===== src/verilog/spg_pkg.sv =====
// constants shared by the protection device end and the host controller end
// Summary of operation
// RQ1 - all-ones bits five..two globally protect all
// RQ2 - all-zeros bits five..two globally unprotect all
// RQ3 - other patterns leave protection unchanged
// RQ4 - pin low with lock: refuse everything
// RQ5 - pin high with lock: only lock clear
// RQ6 - host rewrites status after lock clears
// RQ7 - unlocked write loads lock with global
// RQ8 - host uses no-change pattern for lock
// RQ9 - store only bit seven of written byte
// RQ10 - status read shows pin and summary
// RQ11 - global protect aborts while suspended
// RQ12 - protection read: opcode plus three address
// RQ13 - repeating all-ones or all-zeros output byte
// RQ14 - fast host discards first output byte
// RQ15 - select high ends read, floats output
// RQ16 - protection read ignores the pin
// RQ17 - summary bits give all, some, none
// RQ18 - every sector starts protected
// RQ19 - status write needs write permit latch
// RQ20 - hard lock is pin low and lock
// RQ21 - update at select rise on byte boundary
// RQ22 - sixty-four sectors, upper address selects
`default_nettype none
package spg_pkg;
  // opcodes understood by the device
  localparam logic [7:0] OP_WR_STAT = 8'h01;
  localparam logic [7:0] OP_RD_STAT = 8'h05;
  localparam logic [7:0] OP_WR_DIS = 8'h04;
  localparam logic [7:0] OP_WR_EN = 8'h06;
  localparam logic [7:0] OP_RD_PROT = 8'h3C;
  // sector map
  localparam int SECT_BITS = 6;
  localparam int NUM_SECT = 64;
  localparam logic [63:0] PROT_RESET = 64'hFFFF_FFFF_FFFF_FFFF;
  // status byte one layout
  localparam int ST_LOCK = 7;
  localparam int ST_PIN = 4;
  localparam int ST_SUM_HI = 3;
  localparam int ST_SUM_LO = 2;
  localparam int ST_WPL = 1;
  localparam int GSEL_HI = 5;
  localparam int GSEL_LO = 2;
  localparam logic [3:0] GSEL_ALL = 4'hF;
  localparam logic [3:0] GSEL_NONE = 4'h0;
  localparam logic [1:0] SUM_NONE = 2'h0;
  localparam logic [1:0] SUM_SOME = 2'h1;
  localparam logic [1:0] SUM_ALL = 2'h3;
  // host wishbone register offsets (byte addresses)
  localparam logic [7:0] REG_CTRL = 8'h00;
  localparam logic [7:0] REG_ADDR = 8'h04;
  localparam logic [7:0] REG_WDATA = 8'h08;
  localparam logic [7:0] REG_STAT = 8'h0C;
  // control register fields
  localparam int CT_OP_LO = 0;
  localparam int CT_USE_ADDR = 8;
  localparam int CT_EXTRA_LO = 9;
  localparam int CT_WP_N = 16;
  localparam logic [31:0] CTRL_RESET = 32'h0001_0000;
  // link clock timing
  localparam int SYS_PERIOD_NS = 25;
  localparam int LINK_PERIOD_NS = 200;
  localparam int SCK_HALF = (LINK_PERIOD_NS / 2) / SYS_PERIOD_NS;
endpackage
`default_nettype wire


===== src/verilog/spg_if.sv =====
// serial link between the protection device and its host controller
`timescale 1ns/1ps
`default_nettype none
interface spg_if;
  logic cs_n;
  logic sck;
  logic mosi;
  logic miso;
  logic miso_oe_n;
  logic wp_n;
  wire so_line;
  // a released line shows the inverse of miso, which the device holds low while released, so it reads high
  assign so_line = miso_oe_n ? ~miso : miso;
  modport dev (input cs_n, input sck, input mosi, input wp_n, output miso, output miso_oe_n);
  modport host (output cs_n, output sck, output mosi, output wp_n, input so_line);
endinterface
`default_nettype wire


===== src/verilog/spg_dev.sv =====
// protection device end: global protect/unprotect, lock bit, sector protection read
//
// The implementer's own choices: the placing of the registers and the Wishbone interface to the registers.
`timescale 1ns/1ps
`default_nettype none
module spg_dev (
  input wire logic SYS_CLK,
  input wire logic RESETN,
  input wire logic SUSPEND,
  spg_if.dev LINK,
  output logic [63:0] PROT_MAP,
  output logic LOCK,
  output logic WRITE_PERMIT,
  output logic [7:0] STATUS
);
  //////////////////////////////////////////////////////////////////////////
  // pin synchronisers
  logic cs_s1_q, cs_s2_q, cs_s3_q;
  logic sck_s1_q, sck_s2_q, sck_s3_q;
  logic mosi_s1_q, mosi_s2_q;
  logic wp_s1_q, wp_s2_q;
  logic sck_rise, sck_fall, cs_rise;

  // two flops per pin; a third copy only feeds edge detection
  always_ff @(posedge SYS_CLK or negedge RESETN) begin
    if (!RESETN) begin
      cs_s1_q <= 1'b1;
      cs_s2_q <= 1'b1;
      cs_s3_q <= 1'b1;
      sck_s1_q <= 1'b0;
      sck_s2_q <= 1'b0;
      sck_s3_q <= 1'b0;
      mosi_s1_q <= 1'b0;
      mosi_s2_q <= 1'b0;
      wp_s1_q <= 1'b1;
      wp_s2_q <= 1'b1;
    end else begin
      cs_s1_q <= LINK.cs_n;
      cs_s2_q <= cs_s1_q;
      cs_s3_q <= cs_s2_q;
      sck_s1_q <= LINK.sck;
      sck_s2_q <= sck_s1_q;
      sck_s3_q <= sck_s2_q;
      mosi_s1_q <= LINK.mosi;
      mosi_s2_q <= mosi_s1_q;
      wp_s1_q <= LINK.wp_n;
      wp_s2_q <= wp_s1_q;
    end
  end

  // edges seen only while selected; a stopped clock gives none
  assign sck_rise = sck_s2_q & ~sck_s3_q & ~cs_s2_q;
  assign sck_fall = ~sck_s2_q & sck_s3_q & ~cs_s2_q;
  assign cs_rise = cs_s2_q & ~cs_s3_q;

  //////////////////////////////////////////////////////////////////////////
  // frame shifter and byte counting
  logic [2:0] bit_ph_q;
  logic [2:0] byte_cnt_q;
  logic [6:0] sr_q;
  logic [7:0] byte_in;
  logic [7:0] cmd_q;
  logic [7:0] byte1_q;
  logic [spg_pkg::SECT_BITS-1:0] sect_q;

  assign byte_in = {sr_q, mosi_s2_q};

  // counters restart whenever select is high, so each frame begins clean
  always_ff @(posedge SYS_CLK or negedge RESETN) begin
    if (!RESETN) begin
      bit_ph_q <= 3'h0;
      byte_cnt_q <= 3'h0;
      sr_q <= 7'h00;
    end else if (cs_s2_q) begin
      bit_ph_q <= 3'h0;
      byte_cnt_q <= 3'h0;
    end else if (sck_rise) begin
      sr_q <= byte_in[6:0];
      bit_ph_q <= bit_ph_q + 3'h1;
      // saturate: bytes after the seventh all look the same
      if (bit_ph_q == 3'h7 && byte_cnt_q != 3'h7) begin
        byte_cnt_q <= byte_cnt_q + 3'h1;
      end
    end
  end

  // opcode, first data or address byte, and sector index
  always_ff @(posedge SYS_CLK or negedge RESETN) begin
    if (!RESETN) begin
      cmd_q <= 8'h00;
      byte1_q <= 8'h00;
      sect_q <= '0;
    end else if (cs_s2_q) begin
      cmd_q <= 8'h00;
    end else if (sck_rise && bit_ph_q == 3'h7) begin
      if (byte_cnt_q == 3'h0) begin
        cmd_q <= byte_in;
      end
      if (byte_cnt_q == 3'h1) begin
        byte1_q <= byte_in;
        sect_q <= byte_in[spg_pkg::SECT_BITS-1:0]; // [RQ22] [RQ12]
      end
    end
  end

  //////////////////////////////////////////////////////////////////////////
  // end of frame decode
  logic frame_ok;
  logic wrsr_ok;
  logic hw_lock;
  logic [3:0] gsel;
  logic wpl_q;
  logic lock_q;

  // a command counts only when select rises on a whole byte
  assign frame_ok = cs_rise & (bit_ph_q == 3'h0); // [RQ21]
  assign wrsr_ok = frame_ok & (cmd_q == spg_pkg::OP_WR_STAT) & (byte_cnt_q >= 3'h2) & wpl_q; // [RQ19] [RQ21]
  assign hw_lock = ~wp_s2_q & lock_q; // [RQ20]
  assign gsel = byte1_q[spg_pkg::GSEL_HI:spg_pkg::GSEL_LO]; // [RQ9]

  //////////////////////////////////////////////////////////////////////////
  // write permit latch

  // every status write that ends on a byte boundary, taken or refused, leaves the latch clear
  always_ff @(posedge SYS_CLK or negedge RESETN) begin
    if (!RESETN) begin
      wpl_q <= 1'b0;
    end else if (frame_ok && byte_cnt_q != 3'h0) begin
      if (cmd_q == spg_pkg::OP_WR_EN) begin
        wpl_q <= 1'b1;
      end else if (cmd_q == spg_pkg::OP_WR_DIS || cmd_q == spg_pkg::OP_WR_STAT) begin
        wpl_q <= 1'b0; // [RQ19]
      end
    end
  end

  //////////////////////////////////////////////////////////////////////////
  // lock bit

  // only bit seven of the written byte is ever stored
  always_ff @(posedge SYS_CLK or negedge RESETN) begin
    if (!RESETN) begin
      lock_q <= 1'b0;
    end else if (wrsr_ok && !hw_lock) begin // [RQ4]
      if (lock_q) begin
        lock_q <= byte1_q[spg_pkg::ST_LOCK]; // [RQ5] may only fall here
      end else begin
        lock_q <= byte1_q[spg_pkg::ST_LOCK]; // [RQ7] [RQ9]
      end
    end
  end

  //////////////////////////////////////////////////////////////////////////
  // sector protection bits
  logic [spg_pkg::NUM_SECT-1:0] prot_q;

  // global change only when the lock was already clear before this write;
  // clearing a soft lock needs a second write to change sectors
  always_ff @(posedge SYS_CLK or negedge RESETN) begin
    if (!RESETN) begin
      prot_q <= spg_pkg::PROT_RESET; // [RQ18]
    end else if (wrsr_ok && !lock_q) begin // [RQ4] [RQ5] [RQ6]
      if (gsel == spg_pkg::GSEL_ALL && !SUSPEND) begin // [RQ11]
        prot_q <= spg_pkg::PROT_RESET; // [RQ1]
      end else if (gsel == spg_pkg::GSEL_NONE) begin
        prot_q <= '0; // [RQ2]
      end
      // any other pattern keeps the map as it is [RQ3]
    end
  end

  //////////////////////////////////////////////////////////////////////////
  // status byte
  logic [7:0] stat_q;
  logic [1:0] summary;

  // summary bits tell all, some or none protected
  always_comb begin
    if (&prot_q) begin
      summary = spg_pkg::SUM_ALL; // [RQ17]
    end else if (|prot_q) begin
      summary = spg_pkg::SUM_SOME;
    end else begin
      summary = spg_pkg::SUM_NONE;
    end
  end

  // written bits five..two never appear; bit five reads zero, pin and summary fill bits four..two
  always_ff @(posedge SYS_CLK or negedge RESETN) begin
    if (!RESETN) begin
      stat_q <= 8'h00;
    end else begin
      stat_q <= 8'h00;
      stat_q[spg_pkg::ST_LOCK] <= lock_q;
      stat_q[spg_pkg::ST_PIN] <= wp_s2_q; // [RQ10]
      stat_q[spg_pkg::ST_SUM_HI:spg_pkg::ST_SUM_LO] <= summary; // [RQ10] [RQ17]
      stat_q[spg_pkg::ST_WPL] <= wpl_q;
    end
  end

  //////////////////////////////////////////////////////////////////////////
  // serial out
  logic miso_q, oe_n_q;

  // new bit on each falling edge; the output floats the moment select is seen high
  always_ff @(posedge SYS_CLK or negedge RESETN) begin
    if (!RESETN) begin
      miso_q <= 1'b0;
      oe_n_q <= 1'b1;
    end else if (cs_s2_q) begin
      miso_q <= 1'b0;
      oe_n_q <= 1'b1; // [RQ15]
    end else if (sck_fall) begin
      if (cmd_q == spg_pkg::OP_RD_PROT && byte_cnt_q >= 3'h4) begin
        miso_q <= prot_q[sect_q]; // [RQ13] [RQ16] same bit each clock
        oe_n_q <= 1'b0;
      end else if (cmd_q == spg_pkg::OP_RD_STAT && byte_cnt_q != 3'h0) begin
        miso_q <= stat_q[~bit_ph_q];
        oe_n_q <= 1'b0;
      end
    end
  end

  //////////////////////////////////////////////////////////////////////////
  // outputs
  assign LINK.miso = miso_q;
  assign LINK.miso_oe_n = oe_n_q;
  assign PROT_MAP = prot_q;
  assign LOCK = lock_q;
  assign WRITE_PERMIT = wpl_q;
  assign STATUS = stat_q;
endmodule // spg_dev
`default_nettype wire


===== src/flat_wrapper.sv =====
// flat-port wrapper written by rule: the top's interface ports become plain ports
module spg_dev_flat 
  (SYS_CLK, RESETN, SUSPEND, PROT_MAP, LOCK, WRITE_PERMIT, STATUS, LINK_cs_n, LINK_sck, LINK_mosi, LINK_wp_n, LINK_miso, LINK_miso_oe_n);
  spg_if LINK_i ();
  input wire logic SYS_CLK;
  input wire logic RESETN;
  input wire logic SUSPEND;
  output logic [63:0] PROT_MAP;
  output logic LOCK;
  output logic WRITE_PERMIT;
  output logic [7:0] STATUS;
  input wire logic [$bits(LINK_i.cs_n)-1:0] LINK_cs_n;
  input wire logic [$bits(LINK_i.sck)-1:0] LINK_sck;
  input wire logic [$bits(LINK_i.mosi)-1:0] LINK_mosi;
  input wire logic [$bits(LINK_i.wp_n)-1:0] LINK_wp_n;
  output wire logic [$bits(LINK_i.miso)-1:0] LINK_miso;
  output wire logic [$bits(LINK_i.miso_oe_n)-1:0] LINK_miso_oe_n;
  assign LINK_i.cs_n = LINK_cs_n;
  assign LINK_i.sck = LINK_sck;
  assign LINK_i.mosi = LINK_mosi;
  assign LINK_i.wp_n = LINK_wp_n;
  assign LINK_miso = LINK_i.miso;
  assign LINK_miso_oe_n = LINK_i.miso_oe_n;
  spg_dev u_core (.SYS_CLK(SYS_CLK), .RESETN(RESETN), .SUSPEND(SUSPEND), .LINK(LINK_i), .PROT_MAP(PROT_MAP), .LOCK(LOCK), .WRITE_PERMIT(WRITE_PERMIT), .STATUS(STATUS));
endmodule

===== config.mk =====
export PLATFORM = sky130hd
export DESIGN_NAME = spg_dev_flat
export DESIGN_NICKNAME = d
export VERILOG_FILES = /design/src/verilog/spg_pkg.sv /design/src/verilog/spg_if.sv /design/src/verilog/spg_dev.sv /design/src/flat_wrapper.sv
export SDC_FILE = /design/constraint.sdc
export NUM_CORES = 1
export LEC_CHECK = 0
export BUFFER_PORTS_ARGS = -buffer_cell sky130_fd_sc_hd__buf_4
export CORE_MARGIN = 2
export CORE_UTILIZATION = 40
export DETAILED_ROUTE_END_ITERATION = 12
export PLACE_DENSITY_LB_ADDON = 0.2
export SLEW_MARGIN = 20
export SYNTH_ARGS = -nofsm -noshare
export SYNTH_HDL_FRONTEND = slang
export SYNTH_SLANG_ARGS = --single-unit

===== constraint.sdc =====
create_clock -name SYS_CLK -period 2.3 [get_ports SYS_CLK]
set_input_delay 0.345 -clock SYS_CLK [delete_from_list [all_inputs] [get_ports SYS_CLK]]
set_output_delay 0.345 -clock SYS_CLK [all_outputs]
set_load 0.02 [all_outputs]

==> impl_metrics.yaml, run 1 <==
status:
  status: "finished, final reports clean"
critical_path:
  crit_type: "register to register"
  rrSetupSlack_ps: 430
  r2r_start: "u_core.cmd_q[3]$_DFFE_PN0P_"
  cp_data_required_time_ps: 2480
  crit_slowest_cell: "or4_4"
  path_cells: "or4_4 > or4_4 > a21oi_2 > a221oi_2"
  critical_path.most_common_cell: "or4_4"
  r2r_cells: 4
  critPathBufInv: 0
  cp-end-kind: "register"
  startpoint_type: "register"
  cp.arrival_ps: 2050
  max_stage_delay_ps: 560
  crit_fanout: 4
  critPathTopFamily: "simple AND/OR/NAND/NOR gates"
  timing.rr.end: "u_core.LINK.miso$_DFFE_PN0P_"
power_and_ir_drop:
  p_leak_nw: 1.31
  p_per_area_mw_per_mm2: 552
  vdd_drop_max_uv: 330
sta:
  fin_crit_sh_pct: 81.5
  holdWs_ps: 35.0
  finalSetupTns_ps: 0
  hold_viol_final: 0
  maxSlewHeadroom_pct: 60.1
  worstMarginPinSlew_ps: 598
  slew_viol_final: 0
  fin_ws_ps: 425
  rsz0062_at_grt: "false"
  setup_viol: 0
  clock_skew_ps: 7.57
  fin_crit_ps: 1870
  max_freq_ghz: 0.533
placed_design:
  gp_congestion: 0.776
  port_buffers: 79
  place_ws_ps: 432
  placed_area_mm2: 0.00265
  place_hpwl_um: 2960
  numPlacedInstances: 305
cts:
  clockRootBuffer: "clkbuf_8"
  cts_tree: "yes"
  cts_made_buffers: 5
  clockBufferDepth: 2
  cts_setup_buffers: 0
  htree_num_levels: 2
  clkTransAtPathRegs_ps: 80
  ctsResizeCount: 0
  postCtsHoldBufs: 0
  insertion_delay_ps: 290
  cts.sink_count: 45
cells_and_area:
  final_common_cell: "buf_4"
  drive_gt1_share_pct: 51.3
  stdcell_area_mm2: 0.00274
  final_cell_mix: "82 x buf_4, 38 x dfrtp_1, 20 x mux2_2"
  num_antenna_cells: 0
  fin_cells: 313
  finalNetCount: 251
  area_growth_pct: 12.0
synthesis:
  synthesis.area_mm2: 0.00244
  synth_cell_types: 35
  ys_seq_area_share_pct: 46.4
  yosys.area.top_type_share_pct: 38.9
  syn_area_per_cell_um2: 11.3
  ys_top_cells_by_area: "dfrtp_1 39%, buf_4 21%, mux2_2 9.2%"
  synthCells: 216
  yosysWarnings: 0
  synth_largest_area_cell: "dfrtp_1"
  synth-seq-cells: 45
grt:
  grt_pass1_wl_um: 6380
  grt_pass1_vias: 1282
  antenna_found_initial: 0
  gr-total-overflow: 0
  track_usage_pct: 12.9
  grt_max_degree: 66
die:
  rows: 28
  chipWidth_um: 82.2
  dieArea_mm2: 0.00675
  start_util_pct: 41.3
  core_area_mm2: 0.00592
  die_h_um: 82.2
  num_io_pins: 83
routing:
  drtAntennaViolNets: 0
  first_pass_iters: 4
  highest_layer: "met4"
  avgRoutedWirePerCell_um: 12.9
  totalWireLength_um: 4040
  drt-initial-drc-count: 44
  wl_met2_um: 1900
  num_vias: 1451
  met1_length_um: 1780
  via_per_inst: 4.64
  wl_met3_um: 304
  route.detailed.drc: 0
flow_run:
  maxCapViolCount: 0
min_path:
  min_path_type: "primary input to async pin"
[routing by layer]
layer | track usage, % | vias up
met1 | 16.6 | 687
li1 | - | 703
met2 | 20.3 | 55
met3 | 3.91 | 6
met4 | 5.50 | 0
met5 | 0 | -
[metrics by stage]
stage / power (mW) / util, %
final: 1.51 / 46.2
after CTS: 1.54 / 46.2
after detailed placement: 1.04 / 44.7
after global placement: 1.04 / 44.7
after global routing: 1.60 / 46.2
after floorplan: 0.981 / -
[power breakdown]
part	switching, mW	leakage [nW]	internal, mW
Clock	0.246	0.0455	0.245
Sequential	0.0582	0.573	0.856
Combinational	0.0488	0.689	0.0562
Total	0.353	1.31	1.16
[cell families (layout without fill, tap and decap cells)]
family                     Yosys count  in the layout  synth area share, %
buffers and inverters               77             97                 22.1
xor gates and xnor gates             3              3                 1.08
adders and majority gates            7              7                 3.58
DFF                                 45             45                 46.4
other                                1              3                0.153
and+or+nand+nor                     49             49                 12.5
AOI/OAI and AO/OA                   10             10                 3.23
muxes                               24             24                 10.9
[area by class of cell]
class                   count  area [µm²]
inverters                   7        26.3
fillers                   555        3180
repair buffers             82         616
flip-flops and latches     45        1130
well taps                  75        93.8
clock buffers               8        90.1
multi-input cells          96         776
[sequential cells by signal (all words and copies together) (netlist names), 3 cells and up]
register           cells
u_core.sr_q            7
u_core.cmd_q           8
u_core.byte1_q         5
u_core.bit_ph_q        3
u_core.STATUS          4
u_core.byte_cnt_q      3
[how the worst max path moves through the flow]
stage                                       endpoint                             from  slack, ps  depth (start not counted)
floorplan               u_core.LINK.miso$_DFFE_PN0P_  u_core.PROT_MAP[62]$_DFFE_PN1P_        380                          4
global placement        u_core.LINK.miso$_DFFE_PN0P_      u_core.cmd_q[3]$_DFFE_PN0P_        470                          4
detailed placement      u_core.LINK.miso$_DFFE_PN0P_      u_core.cmd_q[3]$_DFFE_PN0P_        430                          4
CTS                                      PROT_MAP[2]  u_core.PROT_MAP[62]$_DFFE_PN1P_        400                          2
global route        u_core.byte_cnt_q[1]$_DFFE_PN0P_   u_core.bit_ph_q[1]$_DFFE_PN0P_        290                          5
finish                  u_core.LINK.miso$_DFFE_PN0P_      u_core.cmd_q[3]$_DFFE_PN0P_        430                          4
[cell usage after synthesis]
master / instances
a21oi_1: 2
inv_1: 7
nor3b_1: 1
nand4_1: 1
or2_2: 2
a21oi_2: 1
nor2_4: 1
dfstp_2: 7
or3_1: 1
nand3_1: 5
a32o_1: 1
nand2b_1: 4
nand4bb_1: 2
a311o_1: 1
ha_1: 7
or4_4: 2
xnor2_1: 3
a221oi_2: 1
buf_4: 67
nor3_1: 3
nor4_1: 4
and3_1: 1
nor2_1: 10
mux2i_1: 4
o21bai_1: 1
a31oi_1: 2
conb_1: 1
nor2b_1: 8
o21ai_0: 1
clkbuf_1: 3
mux2_2: 20
nand4b_1: 1
nand3b_1: 2
and4b_1: 1
dfrtp_1: 38
Note: power is estimated with default switching activity, not from simulation.
==> run 2, diff against run 1 <==
==> constraint.sdc (replaced) <==
create_clock -name SYS_CLK -period 1.5 [get_ports SYS_CLK]
set_input_delay 0.225 -clock SYS_CLK [delete_from_list [all_inputs] [get_ports SYS_CLK]]
set_output_delay 0.225 -clock SYS_CLK [all_outputs]
set_load 0.02 [all_outputs]
==> impl_metrics.yaml, run 2 (same netlist as run 1, synthesis figures left out) <==
status:
  status: "finished with violations"
  failed_checks: "setup timing"
routing:
  drt-initial-drc-count: 120
  num_vias: 1691
  route.detailed.drc: 0
  drtAntennaViolNets: 0
  first_pass_iters: 4
  via_per_inst: 4.79
  avgRoutedWirePerCell_um: 17.7
  totalWireLength_um: 6260
grt:
  grt_max_degree: 46
  grt_pass1_vias: 1693
  grt_pass1_wl_um: 9020
  gr-total-overflow: 0
  antenna_found_initial: 0
  track_usage_pct: 18.2
power_and_ir_drop:
  p_int_mw: 1.96
  swShare_pct: 22.8
  combPwrFrac_pct: 7.5
  p_seq_share_pct: 55.0
  p_per_area_mw_per_mm2: 660
  p_switching_mw: 0.578
  p_leak_nw: 1.86
  power.clock.fraction_pct: 37.6
  vdd_drop_max_uv: 545
placed_design:
  place_hpwl_um: 3220
  port_buffers: 79
  numPlacedInstances: 328
  gp_congestion: 0.748
sta:
  rsz0062_at_grt: "true"
  fin_crit_ps: 1740
  clock_skew_ps: 9.64
  hold_viol_final: 0
  fin_ws_ps: -241
  max_freq_ghz: 0.574
  slew_viol_final: 0
  setup_viol: 69
  maxSlewHeadroom_pct: 61.6
  fin_crit_sh_pct: 116
  worstMarginPinSlew_ps: 576
critical_path:
  critPathTopFamily: "simple AND/OR/NAND/NOR gates"
  crit_type: "register to register"
  cp_data_required_time_ps: 1680
  cp-end-kind: "register"
  path_cells: "or4_4 > or4_4 > a21oi_4 > a221oi_2"
  critical_path.most_common_cell: "or4_4"
  crit_slowest_cell: "or4_4"
  cp.arrival_ps: 1920
  critPathBufInv: 0
  max_stage_delay_ps: 560
  crit_fanout: 3
  startpoint_type: "register"
cts:
  clockRootBuffer: "clkbuf_8"
  htree_num_levels: 2
  clockBufferDepth: 2
  cts_tree: "yes"
  cts_made_buffers: 5
  cts.sink_count: 45
  clkTransAtPathRegs_ps: 90
  insertion_delay_ps: 300
cells_and_area:
  num_antenna_cells: 0
  reg_top3: "u_core.cmd_q x8, u_core.sr_q x7, u_core.byte1_q x5"
  fin_cells: 353
  n_fill_cell: 416
  multiInputGateArea_um2: 870
  largest_register_ffs: 8
  drive_gt1_share_pct: 61.9
  regArea_mm2: 0.00114
  finalNetCount: 291
  final_core_util_pct: 64.9
  final_cell_mix: "60 x buf_8, 38 x buf_4, 38 x dfrtp_1"
  area_growth_pct: 57.3
  top_register: "u_core.cmd_q"
  final_common_cell: "buf_8"
die:
  num_io_pins: 83
  dieArea_mm2: 0.00675
  start_util_pct: 41.3
  core_area_mm2: 0.00592
  die_h_um: 82.2
  rows: 28
  chipWidth_um: 82.2
flow_run:
  maxCapViolCount: 0
min_path:
  min_path_type: "primary input to register"
[run 2: power by group through the flow]
stage / Combinational (mW) / Clock, mW / Sequential, mW
finish: 0.189 / 0.953 / 1.40
global route: 0.214 / 1.05 / 1.41
CTS: 0.189 / 0.966 / 1.39
detailed placement: 0.185 / 0 / 1.42
global placement: 0.180 / 0 / 1.42
floorplan: 0.118 / 0 / 1.39
[run 2: per-layer routing]
| metal | share of wire [%] | wire, µm | up-vias | global-route usage [%] |
|---|---|---|---|---|
| li1 | - | - | 782 | - |
| met1 | 37 | 2330 | 841 | 21.8 |
| met2 | 56 | 3520 | 57 | 32.6 |
| met3 | 4.6 | 290 | 11 | 3.80 |
| met4 | 1.8 | 113 | 0 | 5.83 |
| met5 | 0 | 0 | - | 0 |
[run 2: worst paths after layout]
check	cells after the start	end	from	slack, ps
worst max-delay path	4	u_core.LINK.miso$_DFFE_PN0P_	u_core.cmd_q[6]$_DFFE_PN0P_	-240
worst min-delay path	1	u_core.wp_s1_q$_DFF_PN1_	LINK_wp_n	30
worst max register to register	4	u_core.LINK.miso$_DFFE_PN0P_	u_core.cmd_q[6]$_DFFE_PN0P_	-240
worst min register to register	0	u_core.mosi_s2_q$_DFF_PN0_	u_core.mosi_s1_q$_DFF_PN0_	360
max in group asynchronous	2	u_core.sr_q[6]$_DFFE_PN0P_	RESETN	640
min in group asynchronous	2	u_core.byte_cnt_q[0]$_DFFE_PN0P_	RESETN	470
[run 2: layout make-up]
class | count | share of cell area [%]
multi-input cells | 96 | 22.6
repair buffers | 122 | 41.6
clock inverters | 1 | 0.781
flip-flops and latches | 45 | 29.6
inverters | 7 | 0.683
well taps | 75 | 2.44
clock buffers | 7 | 2.25
[run 2: repair_timing]
action | 4_1_cts | 5_1_grt
gates resized for setup | 106 | 56
buffers inserted | 8 | 4
endpoints found under the setup margin | 82 | 85
endpoints found under the hold margin | 38 | 0
cloned | 7 | 1
pin swaps | 1 | 4
hold buffers | 1 | 0
[run 2: worst register-to-register path, cell delays in order, from the launching register on]
cell and delay, ps:
dfrtp_1 400, or4_4 560, or4_4 440, a21oi_4 150, a221oi_2 80
[run 2: per-stage QoR]
| stage | power (mW) | cell area, µm² | TNS [ps] | hold WS [ps] | setup WS [ps] |
|---|---|---|---|---|---|
| 3_3_place_gp | 1.59 | 2840 | -1260 | 264 | -205 |
| 6_report | 2.54 | 3840 | -9890 | 25.3 | -241 |
| 2_1_floorplan | 1.50 | 2460 | -2250 | -70.6 | -182 |
| 5_1_grt | 2.68 | 3840 | -13400 | 8.43 | -304 |
| 4_1_cts | 2.55 | 3630 | -8080 | 23.0 | -224 |
| 3_5_place_dp | 1.60 | 2840 | -1300 | 262 | -226 |
